File: src/pkg/esx_defines.svh
// Opcode patterns, address fields and reset values for the extended stack instruction unit
// Assumes inclusion by bare name from the design modules
`ifndef ESX_DEFINES_SVH
`define ESX_DEFINES_SVH

`define ESX_OP_CALL 16'h0014
`define ESX_OP_MOVS 8'hEB
`define ESX_OP_PUSH 8'hFA
`define ESX_OP_SUB 8'hE9
`define ESX_W2_NIB 4'hF
`define ESX_SEL_FRAME 2'h2
`define ESX_SEL_RET 2'h3
`define ESX_PC_STEP 21'h000002
`define ESX_ACCESS_LIMIT 8'h5F
`define ESX_ACCESS_HI 4'hF
`define ESX_IND_BASE 12'hFD0
`define ESX_IND_COUNT 15
`define ESX_PTR_RESET 12'h000
`define ESX_ADDR_RESET 12'h000
`define ESX_PC_RESET 21'h000000
`define ESX_BYTE_RESET 8'h00

`endif

File: src/pkg/esx_pkg.sv
// Types shared by the extended stack instruction unit
// Assumes the defines header sits on the include path
package esx_pkg;
	typedef enum logic [1:0] {
		ESX_DEC,
		ESX_MVSF,
		ESX_MVSS,
		ESX_IDLE
	} esx_state_e;
	typedef logic [11:0] esx_addr_t;
	typedef logic [20:0] esx_pc_t;
endpackage : esx_pkg

File: src/verilog/esx_unit.sv
// Decode and execution of the extended stack instructions and indexed offset addressing
// Assumes one instruction word per clock, a memory read that answers in the same cycle as
// its address, and a sequencer that honours the push, pop and load requests
`timescale 1ns/10ps
`include "esx_defines.svh"

// Function
// - Accumulator call pushes counter plus two
// - Call target is latches and accumulator
// - Call takes two cycles, flags untouched
// - Indexed source to absolute destination move
// - Whole 4096-byte space valid for moves
// - Indirect source register reads as zero
// - Indexed-to-indexed move: both addresses frame-relative
// - Indirect destination makes indexed-to-indexed move a no-op
// - Push literal, then decrement frame pointer
// - Subtract literal from selected pointer
// - Select three subtracts frame, then returns
// - Extension adds opcodes and indexed addressing
// - Disabled: access bank or selected bank
// - Enabled low operand offsets frame pointer
// - Indexed address is plain sum
// - Configuration bit gates all extended behaviour
module esx_unit import esx_pkg::*; #(
	parameter int IND_COUNT = `ESX_IND_COUNT,
	parameter logic [11:0] IND_BASE = `ESX_IND_BASE
) (
	input wire logic clk,
	input wire logic rst,
	input wire logic ext_enable,
	input wire logic instr_valid,
	input wire logic [15:0] instr_word,
	input wire esx_pc_t pc,
	input wire logic [7:0] accumulator_reg,
	input wire logic [7:0] counter_high_latch,
	input wire logic [7:0] counter_upper_latch,
	input wire esx_pc_t return_stack_top,
	input wire logic [3:0] bank_selector,
	input wire logic std_valid,
	input wire logic [7:0] std_file,
	input wire logic std_access,
	input wire logic ptr_load,
	input wire logic [1:0] ptr_sel,
	input wire esx_addr_t ptr_value,
	input wire logic [7:0] mem_rd_data,
	output logic claim_r,
	output logic busy_r,
	output logic stack_push_r,
	output esx_pc_t stack_push_value_r,
	output logic stack_pop_r,
	output logic pc_load_r,
	output esx_pc_t pc_load_value_r,
	output logic mem_rd_en_r,
	output esx_addr_t mem_rd_addr_r,
	output logic mem_wr_en_r,
	output esx_addr_t mem_wr_addr_r,
	output logic [7:0] mem_wr_data_r,
	output logic eff_valid_r,
	output esx_addr_t eff_addr_r,
	output esx_addr_t pointer0,
	output esx_addr_t pointer1,
	output esx_addr_t pointer2
);
	esx_state_e state_r;
	esx_state_e state_nxt;
	esx_addr_t ptr_r [3];
	esx_addr_t frame_pointer;
	logic src_ind_r;

	// Decode of the first word
	wire dec = (state_r == ESX_DEC) && instr_valid && ext_enable;
	wire is_call = dec && (instr_word == `ESX_OP_CALL);
	wire is_movs = dec && (instr_word[15:8] == `ESX_OP_MOVS);
	wire is_move_indexed_to_absolute = is_movs && !instr_word[7];
	wire is_move_indexed_to_indexed = is_movs && instr_word[7];
	wire is_push = dec && (instr_word[15:8] == `ESX_OP_PUSH);
	wire is_sub = dec && (instr_word[15:8] == `ESX_OP_SUB);
	wire sub_ret = is_sub && (instr_word[7:6] == `ESX_SEL_RET);
	wire sub_ptr = is_sub && !sub_ret;
	wire claim = is_call || is_movs || is_push || is_sub;
	wire [5:0] sub_k = instr_word[5:0];

	// Second word of the moves
	wire in_w2 = (state_r == ESX_MVSF) || (state_r == ESX_MVSS);
	wire w2_ok = in_w2 && instr_valid && (instr_word[15:12] == `ESX_W2_NIB);

	// Frame-relative and absolute move addresses, wrapping in twelve bits
	assign frame_pointer = ptr_r[2];
	wire esx_addr_t frame_off = 12'(frame_pointer + {5'h00, instr_word[6:0]});
	wire esx_addr_t src_addr = frame_off;
	wire esx_addr_t dst_addr = (state_r == ESX_MVSS) ? frame_off : instr_word[11:0];
	wire src_ind;
	wire dst_ind;

	esx_ind_detect #(.COUNT(IND_COUNT), .BASE(IND_BASE)) u_src_ind (
		.addr(src_addr),
		.hit(src_ind)
	);

	esx_ind_detect #(.COUNT(IND_COUNT), .BASE(IND_BASE)) u_dst_ind (
		.addr(dst_addr),
		.hit(dst_ind)
	);

	// Sequencing
	always_comb begin
		state_nxt = state_r;
		case (state_r)
			ESX_DEC: begin
				if (is_move_indexed_to_absolute) begin
					state_nxt = ESX_MVSF;
				end else if (is_move_indexed_to_indexed) begin
					state_nxt = ESX_MVSS;
				end else if (is_call || sub_ret) begin
					state_nxt = ESX_IDLE;
				end
			end
			ESX_MVSF: state_nxt = ESX_DEC;
			ESX_MVSS: state_nxt = ESX_DEC;
			ESX_IDLE: state_nxt = ESX_DEC;
			default: state_nxt = ESX_DEC;
		endcase
	end

	always_ff @(posedge clk) begin
		if (rst) begin
			state_r <= ESX_DEC;
		end else begin
			state_r <= state_nxt;
		end
	end

	// Pointer file; extended operations win over a plain load
	genvar gp;
	generate
		for (gp = 0; gp < 3; gp++) begin : g_ptr
			wire sel_me = (ptr_sel == 2'(gp));
			wire is_frame = (gp == 2);
			esx_addr_t ptr_nxt;
			always_comb begin
				ptr_nxt = ptr_r[gp];
				if (sub_ptr && (instr_word[7:6] == 2'(gp))) begin
					ptr_nxt = 12'(ptr_r[gp] - {6'h00, sub_k});
				end else if (sub_ret && is_frame) begin
					ptr_nxt = 12'(ptr_r[gp] - {6'h00, sub_k});
				end else if (is_push && is_frame) begin
					ptr_nxt = 12'(ptr_r[gp] - 12'h001);
				end else if (ptr_load && sel_me) begin
					ptr_nxt = ptr_value;
				end
			end
			always_ff @(posedge clk) begin
				if (rst) begin
					ptr_r[gp] <= `ESX_PTR_RESET;
				end else begin
					ptr_r[gp] <= ptr_nxt;
				end
			end
		end
	endgenerate

	assign pointer0 = ptr_r[0];
	assign pointer1 = ptr_r[1];
	assign pointer2 = ptr_r[2];

	// Program flow requests; no path to status, accumulator or bank exists here
	wire esx_pc_t call_target = {counter_upper_latch[4:0], counter_high_latch, accumulator_reg};
	wire esx_pc_t pc_ret = 21'(pc + `ESX_PC_STEP);
	wire pc_load_nxt = is_call || sub_ret;
	wire esx_pc_t pc_value_nxt = is_call ? call_target : return_stack_top;

	always_ff @(posedge clk) begin
		if (rst) begin
			stack_push_r <= 1'b0;
			stack_pop_r <= 1'b0;
			pc_load_r <= 1'b0;
		end else begin
			stack_push_r <= is_call;
			stack_pop_r <= sub_ret;
			pc_load_r <= pc_load_nxt;
		end
	end

	always_ff @(posedge clk) begin
		if (rst) begin
			stack_push_value_r <= `ESX_PC_RESET;
			pc_load_value_r <= `ESX_PC_RESET;
		end else begin
			stack_push_value_r <= is_call ? pc_ret : stack_push_value_r;
			pc_load_value_r <= pc_load_nxt ? pc_value_nxt : pc_load_value_r;
		end
	end

	// Data memory side
	wire wr_move = w2_ok && !((state_r == ESX_MVSS) && dst_ind);
	wire wr_en_nxt = is_push || wr_move;
	wire esx_addr_t wr_addr_nxt = is_push ? frame_pointer : dst_addr;
	wire [7:0] move_data = src_ind_r ? `ESX_BYTE_RESET : mem_rd_data;
	wire [7:0] wr_data_nxt = is_push ? instr_word[7:0] : move_data;

	always_ff @(posedge clk) begin
		if (rst) begin
			mem_rd_en_r <= 1'b0;
			mem_rd_addr_r <= `ESX_ADDR_RESET;
			src_ind_r <= 1'b0;
		end else begin
			mem_rd_en_r <= is_movs;
			mem_rd_addr_r <= is_movs ? src_addr : mem_rd_addr_r;
			src_ind_r <= is_movs ? src_ind : src_ind_r;
		end
	end

	always_ff @(posedge clk) begin
		if (rst) begin
			mem_wr_en_r <= 1'b0;
			mem_wr_addr_r <= `ESX_ADDR_RESET;
			mem_wr_data_r <= `ESX_BYTE_RESET;
		end else begin
			mem_wr_en_r <= wr_en_nxt;
			mem_wr_addr_r <= wr_en_nxt ? wr_addr_nxt : mem_wr_addr_r;
			mem_wr_data_r <= wr_en_nxt ? wr_data_nxt : mem_wr_data_r;
		end
	end

	// Standard operand address mapping
	wire std_low = (std_file <= `ESX_ACCESS_LIMIT);
	wire esx_addr_t std_indexed = 12'(frame_pointer + {4'h0, std_file});
	wire esx_addr_t std_access_addr = std_low ? {4'h0, std_file} : {`ESX_ACCESS_HI, std_file};
	wire esx_addr_t std_bank_addr = {bank_selector, std_file};
	wire use_index = ext_enable && !std_access && std_low;
	wire esx_addr_t eff_nxt = std_access ? std_bank_addr :
		(use_index ? std_indexed : std_access_addr);

	always_ff @(posedge clk) begin
		if (rst) begin
			eff_valid_r <= 1'b0;
			eff_addr_r <= `ESX_ADDR_RESET;
		end else begin
			eff_valid_r <= std_valid;
			eff_addr_r <= std_valid ? eff_nxt : eff_addr_r;
		end
	end

	always_ff @(posedge clk) begin
		if (rst) begin
			claim_r <= 1'b0;
			busy_r <= 1'b0;
		end else begin
			claim_r <= claim;
			busy_r <= (state_nxt != ESX_DEC);
		end
	end
endmodule : esx_unit

File: src/verilog/esx_ind_detect.sv
// Match of a data address against the block of indirect-addressing registers
// Assumes the block is contiguous, starting at BASE, COUNT entries long
`timescale 1ns/10ps
`include "esx_defines.svh"
module esx_ind_detect import esx_pkg::*; #(
	parameter int COUNT = `ESX_IND_COUNT,
	parameter logic [11:0] BASE = `ESX_IND_BASE
) (
	input wire esx_addr_t addr,
	output logic hit
);
	logic [COUNT-1:0] match;

	genvar gi;
	generate
		for (gi = 0; gi < COUNT; gi++) begin : g_cmp
			assign match[gi] = (addr == 12'(BASE + 12'(gi)));
		end
	endgenerate

	assign hit = |match;
endmodule : esx_ind_detect

File: config.mk
export PLATFORM = sky130hd
export DESIGN_NAME = esx_unit
export DESIGN_NICKNAME = d
export VERILOG_FILES = /design/src/pkg/esx_pkg.sv /design/src/verilog/esx_unit.sv /design/src/verilog/esx_ind_detect.sv
export VERILOG_INCLUDE_DIRS = /design/src /design/src/pkg
export SDC_FILE = /design/constraint.sdc
export NUM_CORES = 1
export LEC_CHECK = 0
export BUFFER_PORTS_ARGS = -buffer_cell sky130_fd_sc_hd__buf_2
export CAP_MARGIN = 15
export CORE_MARGIN = 4
export CORE_UTILIZATION = 53
export CTS_CLUSTER_SIZE = 12
export DETAILED_ROUTE_END_ITERATION = 7
export HOLD_SLACK_MARGIN = 0.15
export PLACE_DENSITY = 0.82
export SYNTH_ARGS = -nofsm -noshare
export SYNTH_HDL_FRONTEND = slang
export SYNTH_SLANG_ARGS = --single-unit
File: constraint.sdc
create_clock -name clk -period 3.5 [get_ports clk]
set_input_delay 0.7 -clock clk [delete_from_list [all_inputs] [get_ports clk]]
set_output_delay 0.7 -clock clk [all_outputs]
set_load 0.05 [all_outputs]
==> summary.md, run 1 <==
| Metric | Value |
|---|---|
| PostCTS Resize Cnt | 0 |
| Synth Cell Area | 0.00840 sq mm |
| Largest fanout on the critical path | 23 |
| Post-CTS repair timing setup buffer count | 0 |
| Filler cell count in the final layout | 1303 |
| Endpoints failing hold | 0 |
| Gate Count Post-Synth | 1031 |
| Area growth from synthesis to final layout | 25.7% |
| Hold path startpoint | mem_rd_addr_r[7] |
| HPWL Detailed | 20.2 mm |
| Crit-path max cell delay | 0.57 ns |
| Number of setup violations in the final report | 0 |
| Final weighted congestion in routability-driven placement | 0.929 |
| Io pins | 253 |
| Die Footprint | 0.0179 sq mm |
| Drt pass-1 iters | 5 |
| Top cells by area in the synthesized netlist | sky130_fd_sc_hd__dfxtp_1 (32%), sky130_fd_sc_hd__a211oi_1 (7.1%), sky130_fd_sc_hd__nor2_1 (6.6%), sky130_fd_sc_hd__ha_1 (5.7%), sky130_fd_sc_hd__mux2i_1 (5.5%) |
| Placement Rows | 45 |
| Number of nets at the end of the flow | 1449 |
| Cells along the critical path | ha_1 -> nor2b_4 -> a2111oi_4 -> o21a_1 -> o211ai_1 -> o2111ai_4 -> o31ai_4 -> buf_12 -> a211o_2 -> a311oi_1 |
| Startpoint of the most critical setup path | ptr_r[2][3] |
| I/O Buffers | 249 |
| Initial core utilization | 0.546 |
| Classification of the worst setup path | register to register |
| EDFF count, synth | 0 |
| Data arrival time of the critical path | 3.50 ns |
| Number of buffers added to fix hold violations after cts | 0 |
| Total power per unit cell area | 381 mW/mm^2 |
| Buffer type at the clock tree root | sky130_fd_sc_hd__clkbuf_16 |
| Actual transition at the worst max-transition pin | 0.820 ns |
| Global-route wire length before repair | 41.1 mm |
| DRC violation total after the first TritonRoute iteration | 611 |
| Final number of max-transition violations | 0 |
| Maximum number of pins on one net before global-route repair | 64 |
| Yosys warnings | 0 |
| Result of the run | complete, no violations |
| Cell type with the highest aggregate area in the netlist | sky130_fd_sc_hd__dfxtp_1 |
| Clock latency on the worst-skew pair | 0.42 ns |
| Combined area of the multi-input logic cells | 0.00525 sq mm |
| Number of vias in the routed layout | 8774 |
| Clock tree from TritonCTS | done |
| Post-route minimum period | 3.18 ns |
| Worst VDD drop | 0.373 mV |
| Crit share post-route | 0.907 |
| Net Count, Synth | 1197 |
| Number of unique standard cell types used by synthesis | 83 |
| Final antenna diode count | 0 |
| Most common cell after layout, fill and taps aside | sky130_fd_sc_hd__buf_2 |
| Fraction of the yosys area taken by sequential cells | 0.317 |
| Deepest level of the CTS H-tree | 4 |
| Library cell contributing the largest single delay on the critical path | sky130_fd_sc_hd__dfxtp_1 |
| Gr ovfl total | 0 |
| Worst R2R Setup Slack | 0.32 ns |
| Mean instance size in the synthesized netlist | 8.14 sq um |
| Reg area | 0.00266 sq mm |
| Number of antenna-violating nets in the routed design | 0 |
| Max-Slew Margin vs Limit | 0.448 |
| Via count of the first global-routing pass | 8213 |
| CP required | 3.82 ns |
| Most frequently used flop master after synthesis | sky130_fd_sc_hd__dfxtp_1 |
| Clock-pin slew on the worst setup and hold paths | 0.06 ns |
| Setup_tns | 0 ns |
| Startpoint of the most critical register-to-register path | ptr_r[2][3] |
| CTS Buf Count | 17 |
| Critical path startpoint category | register |
| DIE HEIGHT | 134 um |
| Yosys top cell area share | 0.317 |
| Unrepaired setup endpoints after global routing | false |
| Crit. End Element | register |
| Ratio of cells with drive above 1 in the final layout | 0.282 |
| Highest Clock Rate | 315 MHz |
| Cell leakage power | 0.00465 uW |
| Residual DRC | 0 |
| Post-Route Utilization | 0.687 |
| Highest-count cells in the layout ignoring fill and taps | sky130_fd_sc_hd__buf_2 (248), sky130_fd_sc_hd__nor2_1 (148), sky130_fd_sc_hd__dfxtp_1 (133) |
| Vias per Instance | 5.82 |
| Detailed Route WL | 26.4 mm |
| Global-route total usage across every layer | 0.283 |
| Proportion of register bits with asynchronous set or reset after synthesis | 0 |
| Clock Sinks | 133 |
| Type of the tightest min-delay check | register to register |
| Average wire per cell in the routed design | 17.5 um |
| Clock Tree Buf Depth | 2 |
| Number of flip-flops and latches in the synthesized netlist | 133 |
| Antenna violations before repair | 0 |
| Die Width | 134 um |
| Maximum clock skew at final layout | 0.00806 ns |
| Buffering stage count on the worst path with inverters included | 1 |
| Area of the core | 0.0154 sq mm |
| Dominant delay contributor by cell family on the critical path | compound AO/OA/AOI/OAI gates |
| Number of maximum-capacitance violations | 0 |
sequential cells by signal, summed over array words and instances, names as in the netlist:
signal              flops
stack_pop_r             1
ptr_r                  36
mem_rd_en_r             1
state_r                 2
stack_push_value_r     21
busy_r                  1
eff_valid_r             1
src_ind_r               1
pc_load_value_r        21
mem_rd_addr_r          12
mem_wr_en_r             1
mem_wr_addr_r          12
pc_load_r               1
mem_wr_data_r           8
eff_addr_r             12
claim_r                 1
stack_push_r            1
tightest hold or removal path, cell delays in order, from the launching register on:
cell,delay (ns)
sky130_fd_sc_hd__dfxtp_1,0.31
sky130_fd_sc_hd__nand2_1,0.05
sky130_fd_sc_hd__a21oi_1,0.05
metrics by stage:
step / cells / area, sq um / worst slack [ns] / power [uW] / hold WS (ns)
after floorplan: 1031 / 8400 / 0.240 / 2030 / 0.571
after global placement: 1475 / 9970 / 0.128 / 2250 / 0.448
after detailed placement: 1475 / 9970 / 0.0480 / 2270 / 0.448
after CTS: 1507 / 10600 / 0.361 / 4040 / 0.456
after global routing: 1507 / 10600 / 0.129 / 4170 / 0.505
final: 1507 / 10600 / 0.325 / 4020 / 0.452
cell usage after synthesis (5+ instances only):
cell	n
sky130_fd_sc_hd__a211oi_1	79
sky130_fd_sc_hd__a21boi_0	7
sky130_fd_sc_hd__a21oi_1	62
sky130_fd_sc_hd__a311oi_1	10
sky130_fd_sc_hd__a31oi_1	9
sky130_fd_sc_hd__and2_1	7
sky130_fd_sc_hd__and3_1	11
sky130_fd_sc_hd__and3b_1	5
sky130_fd_sc_hd__clkbuf_1	47
sky130_fd_sc_hd__clkbuf_8	5
sky130_fd_sc_hd__dfxtp_1	133
sky130_fd_sc_hd__fa_1	5
sky130_fd_sc_hd__ha_1	38
sky130_fd_sc_hd__inv_1	39
sky130_fd_sc_hd__mux2i_1	46
sky130_fd_sc_hd__nand2_1	56
sky130_fd_sc_hd__nand2b_1	6
sky130_fd_sc_hd__nand3_1	25
sky130_fd_sc_hd__nand3b_1	7
sky130_fd_sc_hd__nand4_1	7
sky130_fd_sc_hd__nor2_1	148
sky130_fd_sc_hd__nor2b_1	19
sky130_fd_sc_hd__nor3_1	33
sky130_fd_sc_hd__nor3b_1	14
sky130_fd_sc_hd__nor4_1	11
sky130_fd_sc_hd__o211ai_1	7
sky130_fd_sc_hd__o21a_1	7
sky130_fd_sc_hd__o21ai_0	47
sky130_fd_sc_hd__o31ai_1	5
sky130_fd_sc_hd__or2_2	7
sky130_fd_sc_hd__or3_1	17
sky130_fd_sc_hd__xnor2_1	14
sky130_fd_sc_hd__xor2_1	20
path summary, 6_finish.rpt:
check                           to  depth (start not counted)
setup / recovery  mem_wr_addr_r[0]                         10
hold / removal    mem_rd_addr_r[7]                          2
setup reg to reg  mem_wr_addr_r[0]                         10
hold reg to reg   mem_rd_addr_r[7]                          2
layout make-up:
class	count	share of cell area
flip-flops and latches	133	0.252
multi-input cells	792	0.497
well taps	211	0.0250
clock buffers	18	0.0407
clock inverters	14	0.0142
repair buffers	299	0.156
inverters	40	0.0142
metal layers:
layer,global-route usage,wire [um],share of wire
met3,0.0671,2100,0.079
met4,0.104,779,0.030
met1,0.372,11300,0.43
met2,0.455,12200,0.46
met5,0,0,0
cells by family after synthesis:
| kind of cell | synth area share |
|---|---|
| AND/OR/NAND/NOR | 0.236 |
| AO/OA/AOI/OAI | 0.225 |
| flip-flops | 0.317 |
| buffers and inverters | 0.0598 |
| multiplexers | 0.0575 |
| adder cells (fa/ha/maj) | 0.0685 |
| XOR/XNOR | 0.0355 |
report_power, final:
group / total, uW / switching (uW) / internal (uW)
Sequential: 1570 / 28.5 / 1540
Combinational: 676 / 421 / 255
Clock: 1780 / 723 / 1050
Note: power is estimated with default switching activity, not from simulation.
==> inputs of run 2 (changes only) <==
--- a/config.mk
+++ b/config.mk
@@ -9,11 +9,12 @@
 export BUFFER_PORTS_ARGS = -buffer_cell sky130_fd_sc_hd__buf_2
 export CAP_MARGIN = 15
 export CORE_MARGIN = 4
-export CORE_UTILIZATION = 53
+export CORE_UTILIZATION = 45
+export CTS_BUF_LIST = sky130_fd_sc_hd__clkbuf_8 sky130_fd_sc_hd__clkbuf_16
 export CTS_CLUSTER_SIZE = 12
 export DETAILED_ROUTE_END_ITERATION = 7
 export HOLD_SLACK_MARGIN = 0.15
-export PLACE_DENSITY = 0.82
+export PLACE_DENSITY = 0.71
 export SYNTH_ARGS = -nofsm -noshare
 export SYNTH_HDL_FRONTEND = slang
 export SYNTH_SLANG_ARGS = --single-unit
==> run 2 against run 1 <==
Net effect: largest cell class unchanged; register-to-register slack better by 0.16 ns; clock power about the same; critical path type is now input port to register; setup slack better by 0.070 ns; flip-flop and latch count unchanged; count of clock-buffer cells in the layout down 1; hold slack better by 0.018 ns; critical path depth up 2; global-route usage down 3.3 points; total power about the same; core utilization down 10 points; first-iteration DRC count down 7.7%.
==> summary.md, run 2 (same netlist as run 1, synthesis figures left out) <==
| Metric | Value |
|---|---|
| Ratio of cells with drive above 1 in the final layout | 0.285 |
| Startpoint of the most critical register-to-register path | ptr_r[2][3] |
| Via count of the first global-routing pass | 7942 |
| Io pins | 253 |
| Largest reg by FF count | ptr_r |
| Seq pwr share | 0.391 |
| Net Sw Frac | 0.317 |
| Largest register FFs | 36 |
| Final number of max-transition violations | 0 |
| Clock Sinks | 133 |
| Clock tree from TritonCTS | done |
| Number of nets at the end of the flow | 1453 |
| I/O Buffers | 249 |
| Post-Route Utilization | 0.585 |
| Number of vias in the routed layout | 8563 |
| Die Footprint | 0.0209 sq mm |
| Number of maximum-capacitance violations | 0 |
| Worst VDD drop | 0.394 mV |
| Hold path startpoint | mem_rd_addr_r[7] |
| Initial core utilization | 0.463 |
| Gr ovfl total | 0 |
| Maximum clock skew at final layout | 0.00724 ns |
| Global-route total usage across every layer | 0.250 |
| Deepest level of the CTS H-tree | 4 |
| Max-Slew Margin vs Limit | 0.415 |
| Library cell contributing the largest single delay on the critical path | sky130_fd_sc_hd__a2111oi_4 |
| Switching power of the nets | 1270 uW |
| Data arrival time of the critical path | 3.40 ns |
| Cells along the critical path | buf_2 -> inv_1 -> ha_1 -> nor2b_4 -> a2111oi_4 -> nor3_2 -> a2111oi_2 -> nand4_2 -> o31ai_4 -> buf_12 -> mux2i_1 -> a211oi_1 |
| HPWL Detailed | 20.7 mm |
| Detailed Route WL | 27.1 mm |
| Final worst slack | 0.395 ns |
| Post-route minimum period | 3.11 ns |
| Clock network power share | 0.441 |
| Buffer type at the clock tree root | sky130_fd_sc_hd__clkbuf_16 |
| Vias per Instance | 5.60 |
| Actual transition at the worst max-transition pin | 0.869 ns |
| Placement Rows | 49 |
| Area growth from synthesis to final layout | 26.4% |
| DRC violation total after the first TritonRoute iteration | 564 |
| Startpoint of the most critical setup path | instr_word[3] |
| Clock Tree Buf Depth | 2 |
| Largest fanout on the critical path | 23 |
| Drt pass-1 iters | 5 |
| Global-route wire length before repair | 41.6 mm |
| Critical path startpoint category | input port |
| Fraction of power consumed by combinational cells | 0.168 |
| Average wire per cell in the routed design | 17.7 um |
| Crit share post-route | 0.887 |
| Antenna violations before repair | 0 |
| Residual DRC | 0 |
| Result of the run | complete, no violations |
| Number of setup violations in the final report | 0 |
| Highest-count cells in the layout ignoring fill and taps | sky130_fd_sc_hd__buf_2 (248), sky130_fd_sc_hd__nor2_1 (148), sky130_fd_sc_hd__dfxtp_1 (133) |
| Regs by FF count | ptr_r (36), pc_load_value_r (21), stack_push_value_r (21) |
| Endpoints failing hold | 0 |
| DIE HEIGHT | 145 um |
| Most common cell after layout, fill and taps aside | sky130_fd_sc_hd__buf_2 |
| Die Width | 145 um |
| Hold_ws | 0.469 ns |
| Dominant delay contributor by cell family on the critical path | compound AO/OA/AOI/OAI gates |
| Clock-pin slew on the worst setup and hold paths | 0.07 ns |
| Number of standard cells in the layout, taps in and fillers out | 1529 |
| Type of the tightest min-delay check | register to register |
| Post-CTS repair timing setup buffer count | 0 |
| Classification of the worst setup path | input port to register |
| Cell leakage power | 0.00467 uW |
| Int Pwr | 2750 uW |
| Maximum number of pins on one net before global-route repair | 58 |
| PostCTS Resize Cnt | 0 |
| CP required | 3.79 ns |
| Buffering stage count on the worst path with inverters included | 3 |
| CTS Buf Count | 17 |
| Total power per unit cell area | 379 mW/mm^2 |
| Highest Clock Rate | 322 MHz |
| Crit-path max cell delay | 0.49 ns |
| Unrepaired setup endpoints after global routing | false |
| Number of buffers added to fix hold violations after cts | 0 |
| Inst Count DP | 1497 |
| Final antenna diode count | 0 |
| Crit. End Element | register |
| Worst Setup Slack post-DPL | -0.00382 ns |
| Area of the core | 0.0181 sq mm |
| Clock latency on the worst-skew pair | 0.43 ns |
| Number of antenna-violating nets in the routed design | 0 |
| Final weighted congestion in routability-driven placement | 0.902 |
-- run 2: changes by cell type in the layout (fill, tap and decap cells not counted) --
| cell | before | now |
|---|---|---|
| sky130_fd_sc_hd__clkbuf_1 | 1 | 0 |
| sky130_fd_sc_hd__inv_6 | 4 | 6 |
| sky130_fd_sc_hd__clkinv_2 | 3 | 0 |
| sky130_fd_sc_hd__buf_12 | 2 | 3 |
| sky130_fd_sc_hd__clkinv_8 | 0 | 2 |
| sky130_fd_sc_hd__clkinv_4 | 2 | 1 |
| sky130_fd_sc_hd__clkinvlp_4 | 3 | 2 |
| sky130_fd_sc_hd__buf_4 | 49 | 52 |
| sky130_fd_sc_hd__bufinv_16 | 2 | 0 |
| sky130_fd_sc_hd__inv_8 | 0 | 4 |
-- run 2: worst paths after layout --
path | slack [ns] | depth (start not counted) | to
worst max register to register | 0.48 | 10 | mem_wr_data_r[7]
worst max-delay path | 0.39 | 12 | mem_wr_data_r[7]
worst min-delay path | 0.47 | 2 | mem_rd_addr_r[7]
worst min register to register | 0.47 | 2 | mem_rd_addr_r[7]
-- run 2: metal layers --
metal / GRT usage / share of wire
met3: 0.0499 / 0.052
met1: 0.342 / 0.45
met4: 0.0722 / 0.018
met5: 0 / 0
met2: 0.400 / 0.48
-- run 2: layout make-up --
type	count	area (sq um)
Clock buffer	17	425
Clock inverter	15	154
Fill cell	1703	7530
Inverter	40	150
Multi-Input combinational cell	792	5250
Sequential cell	133	2660
Tap cell	229	287
Timing Repair Buffer	303	1690
-- run 2: tightest hold or removal path: stages (launching register included) --
cell	delay [ns]
sky130_fd_sc_hd__dfxtp_1	0.32
sky130_fd_sc_hd__nand2_1	0.05
sky130_fd_sc_hd__a21oi_1	0.05
-- run 2: stage by stage --
| step | setup TNS [ns] | instance area (sq um) | total power, uW |
|---|---|---|---|
| floorplan | 0 | 8400 | 2030 |
| global placement | 0 | 10000 | 2260 |
| detailed placement | -0.00382 | 10000 | 2270 |
| CTS | 0 | 10600 | 4040 |
| global route | 0 | 10600 | 4170 |
| finish | 0 | 10600 | 4020 |
-- run 2: power groups by stage --
| stage | combinational (uW) | sequential, uW | clock (uW) |
|---|---|---|---|
| after global routing | 733 | 1580 | 1860 |
| after global placement | 657 | 1610 | 0 |
| after CTS | 668 | 1570 | 1800 |
| after floorplan | 336 | 1700 | 0 |
| final | 674 | 1570 | 1770 |
| after detailed placement | 664 | 1610 | 0 |
